<file path="config.mk">
export PLATFORM = sky130hd
export DESIGN_NAME = port_crossbar_and_match
export DESIGN_NICKNAME = d
export VERILOG_FILES = /design/src/port_xbar_pkg.sv /design/src/port_crossbar_and_match.sv
export SDC_FILE = /design/constraint.sdc
export NUM_CORES = 1
export LEC_CHECK = 0
export CORE_MARGIN = 4
export CORE_UTILIZATION = 57
export DETAILED_ROUTE_END_ITERATION = 10
export DONT_BUFFER_PORTS = 1
export GPL_ROUTABILITY_DRIVEN = 0
export GPL_TIMING_DRIVEN = 0
export MAX_ROUTING_LAYER = met4
export PLACE_DENSITY_LB_ADDON = 0.2
export SYNTH_ARGS = -nofsm -noshare
export SYNTH_HDL_FRONTEND = slang
export SYNTH_SLANG_ARGS = --single-unit
export TNS_END_PERCENT = 30
</file>
<file path="constraint.sdc">
create_clock -name clock -period 1.3 [get_ports clock]
set_input_delay 0.195 -clock clock [delete_from_list [all_inputs] [get_ports clock]]
set_output_delay 0.195 -clock clock [all_outputs]
set_load 0.005 [all_outputs]
</file>
<file path="src/port_xbar_pkg.sv">
package port_xbar_pkg;

  // port geometry
  localparam int NUM_PORTS = 4;
  localparam int PORT_W = 8;
  localparam int PIN_W = NUM_PORTS * PORT_W;

  // special function register addresses
  localparam logic [7:0] ADDR_XBAR_MASTER = 8'hC7;
  localparam logic [7:0] ADDR_XBAR_ROUTE = 8'hE2;
  localparam logic [7:0] ADDR_EXPECT [NUM_PORTS] = '{
    8'hF1, 8'hF3, 8'hB1, 8'hAE};
  localparam logic [7:0] ADDR_SELECT [NUM_PORTS] = '{
    8'hF2, 8'hF4, 8'hB2, 8'hAF};

  // reset values
  localparam logic [7:0] RST_XBAR_MASTER = 8'h00;
  localparam logic [7:0] RST_XBAR_ROUTE = 8'h00;
  localparam logic [7:0] RST_EXPECT = 8'hFF;
  localparam logic [7:0] RST_SELECT = 8'h00;
  localparam logic [7:0] RDATA_UNMAPPED = 8'h00;

  // routing register fields
  localparam int ROUTE_T1_BIT = 7;
  localparam int ROUTE_T0_BIT = 6;
  localparam int ROUTE_CNTIN_BIT = 5;
  localparam int ROUTE_PCA_MSB = 4;
  localparam int ROUTE_PCA_LSB = 2;
  localparam int ROUTE_CLKOUT_BIT = 1;

  // master register fields
  localparam int MASTER_PUD_BIT = 7;
  localparam int MASTER_XBAR_BIT = 6;
  localparam int MASTER_LIN_BIT = 0;

  // pca module routing
  localparam int PCA_MODULES = 6;
  localparam logic [2:0] PCA_CNT_RESERVED = 3'h7;

  // effective routing enables seen by the pin assigner
  typedef struct packed {
    logic timer1;
    logic timer0;
    logic pca_counter_input;
    logic [PCA_MODULES-1:0] pca_module_pin;
    logic system_clock_out;
    logic lin;
  } route_s;

endpackage : port_xbar_pkg

</file>
<file path="src/port_crossbar_and_match.sv">
// How it works
// - routing bit 7 routes timer1 input
// - routing bit 6 routes timer0 input
// - routing bit 5 routes pca counter input
// - field 4:2 routes pca modules cumulatively
// - routing bit 1 drives system clock out
// - master bit 7 disables all weak pullups
// - master bit 6 enables the crossbar
// - master bit 0 routes lin pair
// - masked pins differing from expected raise mismatch
// - mismatch ignores crossbar routing settings
// - mismatch feeds interrupt and wake-up
// - compare-select bit zero excludes that pin
// - expected-value bit gives compared level
// - crossbar off keeps output drivers off
module port_crossbar_and_match (
  input wire logic clock,
  input wire logic arst_n,
  input wire logic [7:0] sfr_addr,
  input wire logic sfr_wr,
  input wire logic sfr_rd,
  input wire logic [7:0] sfr_wdata,
  output logic [7:0] sfr_rdata,
  input wire logic [port_xbar_pkg::PIN_W-1:0] pin_in,
  input wire logic [port_xbar_pkg::PIN_W-1:0] pin_analog,
  input wire logic [port_xbar_pkg::PIN_W-1:0] drv_req,
  output logic [port_xbar_pkg::PIN_W-1:0] drv_en,
  output logic [port_xbar_pkg::PIN_W-1:0] weak_pullup_en,
  output port_xbar_pkg::route_s route,
  output logic crossbar_on,
  output logic [port_xbar_pkg::NUM_PORTS-1:0] port_mismatch,
  output logic mismatch_irq,
  output logic mismatch_wake
);

  localparam int NP = port_xbar_pkg::NUM_PORTS;
  localparam int PW = port_xbar_pkg::PORT_W;

  logic [7:0] master_r;
  logic [7:0] master_nxt;
  logic [7:0] route_r;
  logic [7:0] route_nxt;
  logic [NP-1:0][PW-1:0] expect_r;
  logic [NP-1:0][PW-1:0] expect_nxt;
  logic [NP-1:0][PW-1:0] select_r;
  logic [NP-1:0][PW-1:0] select_nxt;
  logic [7:0] rdata_r;
  logic [7:0] rdata_nxt;
  logic [port_xbar_pkg::PIN_W-1:0] pin_meta_r;
  logic [port_xbar_pkg::PIN_W-1:0] pin_sync_r;
  logic [NP-1:0] mismatch_r;
  logic [NP-1:0] mismatch_nxt;
  logic [2:0] pca_cnt;
  logic pullup_global_disable;
  logic [port_xbar_pkg::PCA_MODULES-1:0] pca_pins;
  logic [2:0] wr_pca_cnt;

  // register writes; reserved bits are stored as written
  always_comb begin
    master_nxt = master_r;
    route_nxt = route_r;
    expect_nxt = expect_r;
    select_nxt = select_r;
    if (sfr_wr) begin
      if (sfr_addr == port_xbar_pkg::ADDR_XBAR_MASTER) begin
        master_nxt = sfr_wdata;
      end
      if (sfr_addr == port_xbar_pkg::ADDR_XBAR_ROUTE) begin
        route_nxt = sfr_wdata;
      end
      for (int p = 0; p < NP; p++) begin
        if (sfr_addr == port_xbar_pkg::ADDR_EXPECT[p]) begin
          expect_nxt[p] = sfr_wdata;
        end
        if (sfr_addr == port_xbar_pkg::ADDR_SELECT[p]) begin
          select_nxt[p] = sfr_wdata;
        end
      end
    end
  end

  // read mux, data held between reads
  always_comb begin
    rdata_nxt = rdata_r;
    if (sfr_rd) begin
      rdata_nxt = port_xbar_pkg::RDATA_UNMAPPED;
      if (sfr_addr == port_xbar_pkg::ADDR_XBAR_MASTER) begin
        rdata_nxt = master_r;
      end
      if (sfr_addr == port_xbar_pkg::ADDR_XBAR_ROUTE) begin
        rdata_nxt = route_r;
      end
      for (int p = 0; p < NP; p++) begin
        if (sfr_addr == port_xbar_pkg::ADDR_EXPECT[p]) begin
          rdata_nxt = expect_r[p];
        end
        if (sfr_addr == port_xbar_pkg::ADDR_SELECT[p]) begin
          rdata_nxt = select_r[p];
        end
      end
    end
  end

  // register state
  always_ff @(posedge clock or negedge arst_n) begin
    if (!arst_n) begin
      master_r <= port_xbar_pkg::RST_XBAR_MASTER;
      route_r <= port_xbar_pkg::RST_XBAR_ROUTE;
      expect_r <= {NP{port_xbar_pkg::RST_EXPECT}};
      select_r <= {NP{port_xbar_pkg::RST_SELECT}};
      rdata_r <= port_xbar_pkg::RDATA_UNMAPPED;
    end else begin
      master_r <= master_nxt;
      route_r <= route_nxt;
      expect_r <= expect_nxt;
      select_r <= select_nxt;
      rdata_r <= rdata_nxt;
    end
  end

  assign sfr_rdata = rdata_r;

  // crossbar enable and pin drivers
  assign crossbar_on = master_r[port_xbar_pkg::MASTER_XBAR_BIT];
  assign drv_en = crossbar_on ? drv_req : '0;

  // weak pullups, never on analog pins
  assign pullup_global_disable = master_r[port_xbar_pkg::MASTER_PUD_BIT];
  assign weak_pullup_en =
    pullup_global_disable ? '0 : ~pin_analog;

  // single peripheral routes, effective only with crossbar on
  always_comb begin
    route.timer1 = crossbar_on
      && route_r[port_xbar_pkg::ROUTE_T1_BIT];
    route.timer0 = crossbar_on
      && route_r[port_xbar_pkg::ROUTE_T0_BIT];
    route.pca_counter_input = crossbar_on
      && route_r[port_xbar_pkg::ROUTE_CNTIN_BIT];
    route.pca_module_pin = pca_pins;
    route.system_clock_out = crossbar_on
      && route_r[port_xbar_pkg::ROUTE_CLKOUT_BIT];
    route.lin = crossbar_on
      && master_r[port_xbar_pkg::MASTER_LIN_BIT];
  end

  // pca module pins, cumulative from module 0; reserved code routes none
  assign pca_cnt =
    route_r[port_xbar_pkg::ROUTE_PCA_MSB:port_xbar_pkg::ROUTE_PCA_LSB];

  for (genvar i = 0; i < port_xbar_pkg::PCA_MODULES; i++) begin : g_pca
    assign pca_pins[i] = crossbar_on
      && (pca_cnt != port_xbar_pkg::PCA_CNT_RESERVED)
      && (pca_cnt > 3'(i));
  end

  // two-flop pin synchroniser, ahead of any routing
  always_ff @(posedge clock or negedge arst_n) begin
    if (!arst_n) begin
      pin_meta_r <= '0;
      pin_sync_r <= '0;
    end else begin
      pin_meta_r <= pin_in;
      pin_sync_r <= pin_meta_r;
    end
  end

  // per-port masked compare, recomputed every clock
  for (genvar p = 0; p < NP; p++) begin : g_match
    assign mismatch_nxt[p] = |((pin_sync_r[p*PW +: PW] ^ expect_r[p])
      & select_r[p]);
  end

  // mismatch level register
  always_ff @(posedge clock or negedge arst_n) begin
    if (!arst_n) begin
      mismatch_r <= '0;
    end else begin
      mismatch_r <= mismatch_nxt;
    end
  end

  // event outputs toward interrupt and power logic
  assign port_mismatch = mismatch_r;
  assign mismatch_irq = |mismatch_r;
  assign mismatch_wake = |mismatch_r;

  // pca count field of the write data, for the count check
  assign wr_pca_cnt =
    sfr_wdata[port_xbar_pkg::ROUTE_PCA_MSB:port_xbar_pkg::ROUTE_PCA_LSB];
endmodule : port_crossbar_and_match

</file>
* After elaboration in Yosys (flattened, before gate mapping) *
Cells that the tools add are included.
Widths: inputs -> output; s select.

storage, ports and cells
  flip-flop bits (word level) = 156
  bits in latches = 0
  memory bits (writable) = 0
  ROM bits = 0
  input port bits = 116
  output and inout port bits = 90
  logic and storage cells = 79
  memories kept = 0

operators by class
  add/sub/neg operators = 0
  $mul = 0
  div/mod/pow operators = 0
  magnitude comparators = 6
  eq/ne operators = 11
  shifts and indexed selects = 0
  multiplexer cells = 12
  bitwise logic cells = 9
  reduce and logical (&&, ||, !) cells = 27

operators with widths
  kind                number
  $eq 8x8->1 const B  10
  $mux 8              10
  $mux 32             2
  $and 8x8->8         4
  $not 32->32         1
  $reduce_or 8->1     4
  $xor 8x8->8         4
  $reduce_and 2->1    10
  $logic_and 1x1->1   12
  $gt 3x1->1 const B  2
  $gt 3x2->1 const B  2
  $gt 3x3->1 const B  2
  $reduce_or 4->1     1
  $ne 3x3->1 const B  1

* Longest topological paths before layout *
Gate-level depths: netlist of the first run.

  depth after elaboration = 11
  gate-level depth with buffers = 7
  mapped depth without buffers = 5

* Least setup slack after synthesis of the first run *
Ideal clock, no wire load.

  path type = input to register
  start point = input port sfr_addr[0]
  end point = register select_r[16] (netlist bit)
  library setup time = 125 ps
  data arrival time = 1,635 ps
  data required time = 1,175 ps
  path slack = -460 ps
  stages on the path = 5
  path buffers = 2
  cells stage by stage = or4b_1 -> buf_2 -> or3_1 -> buf_6 -> mux2_4

between the ends
  longest elaborated chain between the ends = 2

ends and longest elaborated chain
  what                        RTL line                        source
  start, declared             port_crossbar_and_match.sv:19   input wire logic [7:0] sfr_addr,
  $eq 8x8->1                  port_crossbar_and_match.sv:75   if (sfr_addr == port_xbar_pkg::ADDR_SELECT[p]) begin
  $reduce_and 2->1 (no line)  --
  end signal, assigned        port_crossbar_and_match.sv:110  select_r <= {NP{port_xbar_pkg::RST_SELECT}};
  end signal, assigned        port_crossbar_and_match.sv:116  select_r <= select_nxt;
  end, declared               port_crossbar_and_match.sv:45   logic [NP-1:0][PW-1:0] select_r;

Every way passes these cells.
A chain may end at the register's enable or synchronous reset.

* Worst setup path after layout of the first run *
  start point = register mismatch_r[0], in the netlist port_mismatch[0]
  end point = output port mismatch_wake

between the ends
  longest elaborated chain between the ends = 1

ends and longest elaborated chain
  what                    RTL line                        source
  start, declared         port_crossbar_and_match.sv:51   logic [NP-1:0] mismatch_r;
  start signal, assigned  port_crossbar_and_match.sv:179  mismatch_r <= mismatch_nxt;
  $reduce_or 4->1         --
  end, declared           port_crossbar_and_match.sv:33   output logic mismatch_wake

Every way passes these cells.

==> summary.md, run 1 <==
| Metric | Value |
|---|---|
| Outcome | finished with violations |
| Failing checks | negative hold slack, negative setup slack |
| Cells after DPL | 714 |
| DP HPWL | 13580 µm |
| XOR/XNOR Fraction of Synth Area | 0.04120 |
| Initial drt markers | 405 |
| # setup viols final | 110 |
| Total GRT Usage | 0.2903 |
| Layout Cells excl Fill | 800 |
| HP Class | in2async |
| Total Wirelength | 20140 µm |
| Tightest hold margin | -533.5 ps |
| Post-synth EDFFs | 0 |
| Final setup margin | -405.1 ps |
| Maximum clock frequency | 586.5 MHz |
| Slowest stage cell, crit path | or4_4 |
| Proportion of synthesized area in mux cells | 0.1507 |
| Dpl ws | -889.4 ps |
| Pin count of the biggest net entering global routing | 157 |
| Ant diodes | 0 |
| Post-Syn Area | 7015 µm² |
| Pwr/cell area | 1267 nW/µm² |
| CTS sink cnt | 156 |
| I/O pins | 206 |
| Vias in the first global route | 5242 |
| Main combinational cell family by area after synthesis | multiplexers |
| Count of pins over their slew limit | 0 |
| Ys async rst share | 1.000 |
| MaxCap Viol Count | 0 |
| Fill count | 730 |
| Final Hold Vio Count | 156 |
| Netlist cell types | 56 |
| Post-route cell area | 9128 µm² |
| Core Region | 12010 µm² |
| Worst-path clk slew | 60 ps |
| Vias per Instance | 6.300 |
| CTS Buffer Depth | 2 |
| Compound-Gate Fraction of Synth Area | 0.09363 |
| Die height | 118.9 µm |
| RSZ-0062 raised after global routing | yes |
| Yosys reg bits | 156 |
| Area Overhead vs Synth | 30.11% |
| Clk_lat worst skew | 420 ps |
| Worst setup SP type | register |
| Die area | 14150 µm² |
| Synth Net Count | 683 |
| Drt drc | 0 |
| Fin crit share | 1.312 |
| Total design power | 11.56 mW |
| CP required | 1110 ps |
| Grt total ovfl | 0 |
| Syn avg cell area | 12.37 µm² |
| Arrival time at the worst endpoint | 1510 ps |
| VDD IR max | 1.020 mV |
| Synth Area in Simple Gates | 0.1261 |
| Main synth FF type | dfrtp_1 |
| CTS root buffer | clkbuf_16 |
| Min Clock Period, post-route | 1705 ps |
| Setup CP Type | reg2out |
| Die X | 118.9 µm |
| Yosys warnings | 0 |
| Initial antenna violation count | 0 |
| TritonCTS buffer count | 17 |
| First-pass DRT Iterations | 5 |
| Crit end category | primary output |
| Cells along the critical path | or4_4, buf_6 |
| Critical Path Max Stage Delay | 560 ps |
| Setup_tns | -16550 ps |
| Share of layout cells above drive strength 1 | 0.4686 |
| Final #Nets | 756 |
| # port buffers | 0 |
| Vias post-DR | 5040 |
| Post-layout util | 0.7599 |
| Placed cell area | 7226 µm² |
| Worst-path fanout max | 2 |
| Wire length per cell | 25.17 µm |
| Clk_skew | 7.583 ps |
| Register area share after synthesis | 0.5622 |
| Worst slew margin | 0.4798 |
| Pleak | 4.032 nW |
| H-Tree Depth | 4 |
| Final ANT Viol Nets | 0 |
| Global-route wire length before repair | 30270 µm |
| Post-Syn Instances | 567 |
| Hold_buf cts | 32 |
| Row count | 40 |
| Adder-cell area share of the yosys netlist | 0 |
| CTS tree | yes |
| Starting density of the core | 0.5841 |
| Least-Margin Pin Slew | 780.3 ps |
cells in the mapped netlist (all sizes together), types with 4 or more instances:
| cell type | number | area, µm² |
|---|---|---|
| nor2 | 58 | 227.7 |
| dfstp | 32 | 840.8 |
| o31ai | 5 | 37.54 |
| o221ai | 7 | 61.31 |
| a2111oi | 5 | 43.79 |
| or2 | 4 | 25.03 |
| dfrtp | 124 | 3103 |
| o21a | 5 | 37.54 |
| nor4 | 7 | 58.81 |
| xor2 | 32 | 280.3 |
| a21oi | 12 | 60.06 |
| clkbuf | 21 | 78.83 |
| o22a | 4 | 35.03 |
| mux2i | 4 | 40.04 |
| o21ai | 6 | 30.03 |
| nand2 | 14 | 60.06 |
| a22oi | 30 | 225.2 |
| o2bb2ai | 4 | 35.03 |
| mux2 | 85 | 1017 |
| nand4 | 7 | 43.79 |
| buf | 18 | 93.84 |
| and2 | 40 | 250.2 |
path summary, 6_finish.rpt:
check / startpoint / end / slack [ps] / cells after the start
worst max-delay path: port_mismatch[0] / mismatch_wake / -410 / 2
max in group asynchronous: arst_n / expect_r[14] / 1590 / 0
worst min-delay path: arst_n / pin_sync_r[28] / -530 / 0
worst max register to register: expect_r[4] / sfr_rdata[4] / -300 / 5
min in group clock: sfr_rd / sfr_rdata[6] / 190 / 3
worst min register to register: pin_meta_r[3] / pin_sync_r[3] / 350 / 0
power breakdown:
part | switching (mW) | total, mW | internal (mW)
sequential | 0.213 | 5.36 | 5.15
clock | 1.90 | 5.20 | 3.31
combinational | 0.469 | 0.995 | 0.526
logic make-up (layout without fill, tap and decap cells):
kind of cell	Yosys count	in the layout
buffers and inverters	42	128
flip-flops	156	156
AND/OR/NAND/NOR	158	158
XOR/XNOR	33	33
multiplexers	89	89
AO/OA/AOI/OAI	89	89
sequential cells by signal, indices dropped and copies added (netlist names):
| signal | flops |
|---|---|
| pin_sync_r | 32 |
| sfr_rdata | 8 |
| route_r | 8 |
| port_mismatch | 4 |
| select_r | 32 |
| expect_r | 32 |
| pin_meta_r | 32 |
| master_r | 8 |
cell usage in the layout (no fill, tap or decap), drive strengths merged, types with 12 or more instances in the layout:
master / instances
a21oi: 12
a22oi: 30
and2: 40
buf: 43
clkbuf: 39
dfrtp: 124
dfstp: 32
dlygate4sd3: 32
mux2: 85
nand2: 14
nor2: 58
xor2: 32
area by class of cell:
type / count / area (µm²) / area share
buffer: 38 / 329.1 / 0.03605
clock buffer: 21 / 460.4 / 0.05045
clock inverter: 11 / 166.4 / 0.01823
inverter: 3 / 11.26 / 0.001234
multi-input combinational: 369 / 3443 / 0.3772
sequential: 156 / 3951 / 0.4329
tap: 147 / 183.9 / 0.02015
timing repair buffer: 55 / 581.8 / 0.06374
layer usage:
metal / GRT usage / share of wire
met4: 0.09776 / 0.033
met3: 0.08262 / 0.086
met5: - / 0
met1: 0.3294 / 0.35
met2: 0.4966 / 0.53
worst max-delay path: cells and delay by family, from the launching register on:
kind / cells / cell delay [ps]
DFF: 1 / 400
buffers and inverters: 1 / 130
and+or+nand+nor: 1 / 560
what timing repair did:
item                       in CTS  in global routing
setup buffers                   5                 14
hold endpoints to repair      188                156
setup endpoints to repair     157                147
cloned                          3                  1
pin swaps                      30                 22
gates resized for setup       142                 69
(Power assumes the default switching activity.)
==> run 2, diff against run 1 <==
--- a/config.mk
+++ b/config.mk
@@ -11,6 +11,7 @@
 export DONT_BUFFER_PORTS = 1
 export GPL_ROUTABILITY_DRIVEN = 0
 export GPL_TIMING_DRIVEN = 0
+export HOLD_SLACK_MARGIN = 0.02
 export MAX_ROUTING_LAYER = met4
 export PLACE_DENSITY_LB_ADDON = 0.2
 export SYNTH_ARGS = -nofsm -noshare
==> constraint.sdc (replaced) <==
create_clock -name clock -period 1.5 [get_ports clock]
set_input_delay 0.225 -clock clock [delete_from_list [all_inputs] [get_ports clock]]
set_output_delay 0.225 -clock clock [all_outputs]
set_load 0.005 [all_outputs]
==> summary.md, run 2 (synthesis results as in run 1) <==
| Metric | Value |
|---|---|
| Arrival time at the worst endpoint | 1500 ps (was 1510 ps) |
| First-pass DRT Iterations | 5 (unchanged) |
| Drt drc | 0 (unchanged) |
| Crit end category | primary output (unchanged) |
| Pint | 7.698 mW (was 8.981 mW) |
| Clock power share | 0.450 (about the same) |
| Final Hold Vio Count | 156 (unchanged) |
| Total GRT Usage | 0.3000 (was 0.2903) |
| Final setup margin | -230.0 ps (was -405.1 ps) |
| Vias post-DR | 5089 (was 5040) |
| Worst slew margin | 0.4639 (was 0.4798) |
| Die area | 14150 µm² (unchanged) |
| Global-route wire length before repair | 30660 µm (was 30270 µm) |
| Initial antenna violation count | 2 (was 0) |
| # setup viols final | 30 (was 110) |
| Clk_lat worst skew | 430 ps (was 420 ps) |
| Hold_buf cts | 32 (unchanged) |
| TritonCTS buffer count | 17 (unchanged) |
| Die height | 118.9 µm (unchanged) |
| H-Tree Depth | 4 (unchanged) |
| Clk_skew | 7.948 ps (was 7.583 ps) |
| Grt total ovfl | 0 (unchanged) |
| Maximum clock frequency | 578.0 MHz |
| Logic pwr share | 0.081 (was 0.086) |
| Tightest hold margin | -513.9 ps (was -533.5 ps) |
| Most common cell after layout, fill and taps aside | dfrtp_1 (unchanged) |
| # port buffers | 0 (unchanged) |
| Fin crit share | 1.153 |
| Psw | 2.228 mW (was 2.582 mW) |
| Final ANT Viol Nets | 0 (unchanged) |
| Wire length per cell | 25.91 µm (was 25.17 µm) |
| Row count | 40 (unchanged) |
| Count of pins over their slew limit | 0 (unchanged) |
| Starting density of the core | 0.5841 (unchanged) |
| CP required | 1270 ps (was 1110 ps) |
| VDD IR max | 0.8598 mV (was 1.020 mV) |
| HP Class | in2async (unchanged) |
| Share of layout cells above drive strength 1 | 0.4092 (was 0.4686) |
| Worst-path fanout max | 2 (unchanged) |
| Failing checks | negative hold slack, negative setup slack (unchanged) |
| Initial drt markers | 548 (was 405) |
| CTS Buffer Depth | 2 (unchanged) |
| Min Clock Period, post-route | 1730 ps |
| Critical R2R Launch | expect_r[11] (was expect_r[4]) |
| Outcome | finished with violations (unchanged) |
| Sw Ratio | 0.2245 (was 0.2233) |
| Worst-path clk slew | 60 ps (about the same) |
| Die X | 118.9 µm (unchanged) |
| Pleak | 3.914 nW (was 4.032 nW) |
| RSZ-0062 raised after global routing | yes (unchanged) |
| CTS root buffer | clkbuf_16 (unchanged) |
| Worst-case reg-to-reg path depth | 5 (unchanged) |
| CTS sink cnt | 156 (unchanged) |
| Most frequent cells in the layout | dfrtp_1 (118), mux2_2 (65), nor2_1 (37) (was dfrtp_1 (118), mux2_2 (67), xor2_1 (32), dfstp_2 (32), dlygate4sd3_1 (32)) |
| Core Region | 12010 µm² (unchanged) |
| DP HPWL | 13940 µm (was 13580 µm) |
| Vias in the first global route | 5256 (was 5242) |
| I/O pins | 206 (unchanged) |
| Total design power | 9.926 mW (was 11.56 mW) |
| CTS tree | yes (unchanged) |
| Setup CP Type | reg2out (unchanged) |
| Pin count of the biggest net entering global routing | 157 (unchanged) |
| Final #Nets | 754 (was 756) |
| Least-Margin Pin Slew | 804.2 ps (was 780.3 ps) |
| Vias per Instance | 6.369 (was 6.300) |
| Worst setup SP type | register (unchanged) |
| Sequential power share | 0.469 (was 0.464) |
| MaxCap Viol Count | 0 (unchanged) |
| Pwr/cell area | 1132 nW/µm² (was 1267 nW/µm²) |
| Worst Setup SP | port_mismatch[2] (was port_mismatch[0]) |
| Total Wirelength | 20700 µm (was 20140 µm) |
| Area Overhead vs Synth | 25.04% (was 30.11%) |
## run 2: cell types whose count changed in the layout (fill, tap and decap cells not counted), sizes merged
cell	delta
buf	-2
clkinv	-1
clkinvlp	-1
diode	+2
inv	+1
## run 2: area by class of cell
type,instances,area [µm²]
Antenna cell,2,5.005
Buffer,38,244.0
Clock buffer,21,450.4
Clock inverter,10,166.4
Fill cell,752,3239
Inverter,3,11.26
Multi-Input combinational cell,369,3249
Sequential cell,156,3951
Tap cell,147,183.9
Timing Repair Buffer,53,510.5
## run 2: layer usage
layer,GRT usage,share of wire,vias up
met4,0.1311,0.047,0
met2,0.4899,0.51,293
met5,-,0,-
li1,-,-,2159
met3,0.08689,0.080,69
met1,0.3473,0.37,2568
## run 2: worst paths after layout
kind                             endpoint  slack (ps)
setup / recovery            mismatch_wake        -230
hold / removal             pin_sync_r[28]        -510
setup reg to reg             sfr_rdata[3]        -100
hold reg to reg             pin_sync_r[6]         340
max in group asynchronous    expect_r[14]        1760
min in group clock           sfr_rdata[6]         210
## run 2: per-stage QoR
step	instance area, µm²	TNS (ps)	cells	util	worst slack [ps]
floorplan	7027	-10540	567	-	-288.2
global placement	7211	-26170	714	0.6003	-569.4
detailed placement	7211	-28230	714	0.6003	-587.2
CTS	8437	-1924	782	0.7024	-245.5
global route	8772	-4695	799	0.7303	-269.4
finish	8772	-1772	799	0.7303	-230.0
## run 2: power by group through the flow
stage | logic (mW) | clock network [mW] | registers, mW
after floorplan | 0.438 | 0 | 4.63
after global placement | 0.558 | 0 | 4.70
after detailed placement | 0.570 | 0 | 4.71
after CTS | 0.724 | 4.53 | 4.65
after global routing | 0.859 | 4.71 | 4.67
final | 0.806 | 4.47 | 4.65
## run 2: timing repair
item                                   in CTS  in global routing
pin swaps                                  15                 17
resized for setup                          71                 71
setup buffers                               4                 12
cloned                                      2                  3
setup endpoints to repair                  81                113
endpoints found under the hold margin     188                156
## run 2: critical path: stages (launching register included)
cell,delay (ps)
dfrtp_1,390
or4_4,550
buf_6,130
==> run 3, diff against run 2 <==
--- a/config.mk
+++ b/config.mk
@@ -6,7 +6,7 @@
 export NUM_CORES = 1
 export LEC_CHECK = 0
 export CORE_MARGIN = 4
-export CORE_UTILIZATION = 57
+export CORE_UTILIZATION = 45
 export DETAILED_ROUTE_END_ITERATION = 10
 export DONT_BUFFER_PORTS = 1
 export GPL_ROUTABILITY_DRIVEN = 0
==> constraint.sdc (replaced) <==
create_clock -name clock -period 1.5 [get_ports clock]
set_input_delay 0.3 -clock clock [delete_from_list [all_inputs] [get_ports clock]]
set_output_delay 0.3 -clock clock [all_outputs]
set_load 0.005 [all_outputs]
==> summary.md, run 3 (synthesis results as in run 1) <==
| Metric | Value |
|---|---|
| CTS sink cnt | 156 (unchanged) |
| Wire length per cell | 25.49 µm (was 25.91 µm) |
| CTS root buffer | clkbuf_16 (unchanged) |
| Fin crit share | 1.211 (was 1.153) |
| DP HPWL | 16050 µm (was 13940 µm) |
| Starting density of the core | 0.4598 (was 0.5841) |
| Maximum clock frequency | 550.4 MHz (was 578.0 MHz) |
| Worst slew margin | 0.4868 (was 0.4639) |
| Final #Nets | 750 (was 754) |
| HP Class | in2async (unchanged) |
| Initial drt markers | 338 (was 548) |
| Setup CP Type | reg2out (unchanged) |
| Final Hold Vio Count | 156 (unchanged) |
| Hold_buf cts | 32 (unchanged) |
| CP required | 1200 ps (was 1270 ps) |
| Outcome | finished with violations (unchanged) |
| Setup_tns | -7353 ps (was -1772 ps) |
| Clk_skew | 9.154 ps (was 7.948 ps) |
| Least-Margin Pin Slew | 769.9 ps (was 804.2 ps) |
| Crit end category | primary output (unchanged) |
| TritonCTS buffer count | 17 (unchanged) |
| Min Clock Period, post-route | 1817 ps (was 1730 ps) |
| Tightest hold margin | -431.5 ps (was -513.9 ps) |
| # setup viols final | 96 (was 30) |
| Die height | 132.9 µm (was 118.9 µm) |
| Row count | 45 (was 40) |
| Cells after DPL | 778 (was 714) |
| Die X | 132.9 µm (was 118.9 µm) |
| Share of layout cells above drive strength 1 | 0.4467 (was 0.4092) |
| RSZ-0062 raised after global routing | yes (unchanged) |
| First-pass DRT Iterations | 5 (unchanged) |
| Pleak | 3.914 nW (about the same) |
| Core Region | 15260 µm² (was 12010 µm²) |
| H-Tree Depth | 4 (unchanged) |
| Clk_lat worst skew | 420 ps (was 430 ps) |
| I/O pins | 206 (unchanged) |
| Most frequent cells in the layout | dfrtp_1 (118), mux2_2 (65), xor2_1 (32), dfstp_2 (32), dlygate4sd3_1 (32) (was dfrtp_1 (118), mux2_2 (65), nor2_1 (37)) |
| Pwr/cell area | 1071 nW/µm² (was 1132 nW/µm²) |
| Layout Cells excl Fill | 859 (was 799) |
| Failing checks | negative hold slack, negative setup slack (unchanged) |
| Grt total ovfl | 0 (unchanged) |
| Total GRT Usage | 0.2577 (was 0.3000) |
| Die area | 17650 µm² (was 14150 µm²) |
| Global-route wire length before repair | 32440 µm (was 30660 µm) |
| Vias post-DR | 4909 (was 5089) |
| VDD IR max | 1.014 mV (was 0.8598 mV) |
| Total Wirelength | 21890 µm (was 20700 µm) |
| CTS tree | yes (unchanged) |
| Count of pins over their slew limit | 0 (unchanged) |
| Area Overhead vs Synth | 27.55% (was 25.04%) |
| MaxCap Viol Count | 0 (unchanged) |
| Most common cell after layout, fill and taps aside | dfrtp_1 (unchanged) |
| Dpl ws | -895.6 ps (was -587.2 ps) |
| Pin count of the biggest net entering global routing | 157 (unchanged) |
| # port buffers | 0 (unchanged) |
| Drt drc | 0 (unchanged) |
| Arrival time at the worst endpoint | 1520 ps (was 1500 ps) |
| Final ANT Viol Nets | 0 (unchanged) |
| Initial antenna violation count | 1 (was 2) |
| Total design power | 9.584 mW (was 9.926 mW) |
| Worst-path fanout max | 2 (unchanged) |
| Multi-input gate area | 3349 µm² (was 3249 µm²) |
| Vias per Instance | 5.715 (was 6.369) |
| Worst-path clk slew | 70 ps (was 60 ps) |
| Vias in the first global route | 5019 (was 5256) |
| Fill count | 1198 (was 752) |
| Worst setup SP type | register (unchanged) |
| Final setup margin | -316.8 ps (was -230.0 ps) |
| CTS Buffer Depth | 2 (unchanged) |
| Storage element area | 3951 µm² (unchanged) |
[run 3: cell types whose count changed in the layout (fill, tap and decap cells not counted), sizes merged]
cell and change:
buf -1, bufinv -4, clkbuf -7, clkinv +2, diode -1, inv +7
[run 3: where the power goes]
part	total [mW]	switching (mW)	internal, mW
Combinational	0.840	0.399	0.441
Sequential	4.65	0.190	4.46
Clock	4.09	1.89	2.20
[run 3: layout make-up]
| cell class | instances | share of cell area |
|---|---|---|
| sequential | 156 | 0.4416 |
| multi-input combinational | 369 | 0.3743 |
| timing repair buffer | 49 | 0.05537 |
| clock buffer | 17 | 0.04754 |
| buffer | 38 | 0.03342 |
| tap | 211 | 0.02950 |
| clock inverter | 15 | 0.01678 |
| inverter | 3 | 0.001258 |
| antenna | 1 | 0.0002796 |
[run 3: worst paths after layout]
path / startpoint / to / slack, ps / depth (start not counted)
hold / removal: arst_n / pin_meta_r[28] / -430 / 0
setup reg to reg: expect_r[3] / sfr_rdata[3] / -70 / 5
min in group clock: sfr_addr[0] / select_r[9] / 330 / 3
hold reg to reg: pin_meta_r[30] / pin_sync_r[30] / 340 / 0
max in group asynchronous: arst_n / expect_r[19] / 1610 / 0
setup / recovery: port_mismatch[3] / mismatch_wake / -320 / 2
[run 3: metal layers]
| metal | GRT usage | part of all wire |
|---|---|---|
| met1 | 0.2823 | 0.36 |
| met5 | - | 0 |
| met2 | 0.4204 | 0.50 |
| met4 | 0.1270 | 0.054 |
| met3 | 0.08669 | 0.087 |
[run 3: metrics by stage]
step / instance area [µm²] / utilization
finish: 8949 / 0.5865
global route: 8949 / 0.5865
CTS: 8697 / 0.5700
detailed placement: 7306 / 0.4788
global placement: 7306 / 0.4788
floorplan: 7042 / -
[run 3: worst max-delay path, stage by stage (launching register included)]
cell     delay (ps)
dfrtp_1         440
or4_4           520
buf_6           130
[run 3: timing repair]
item	in CTS	in global routing
cloned	3	2
setup endpoints to repair	106	124
endpoints found under the hold margin	188	156
setup buffers	8	6
pin swaps	23	16
resized for setup	117	63
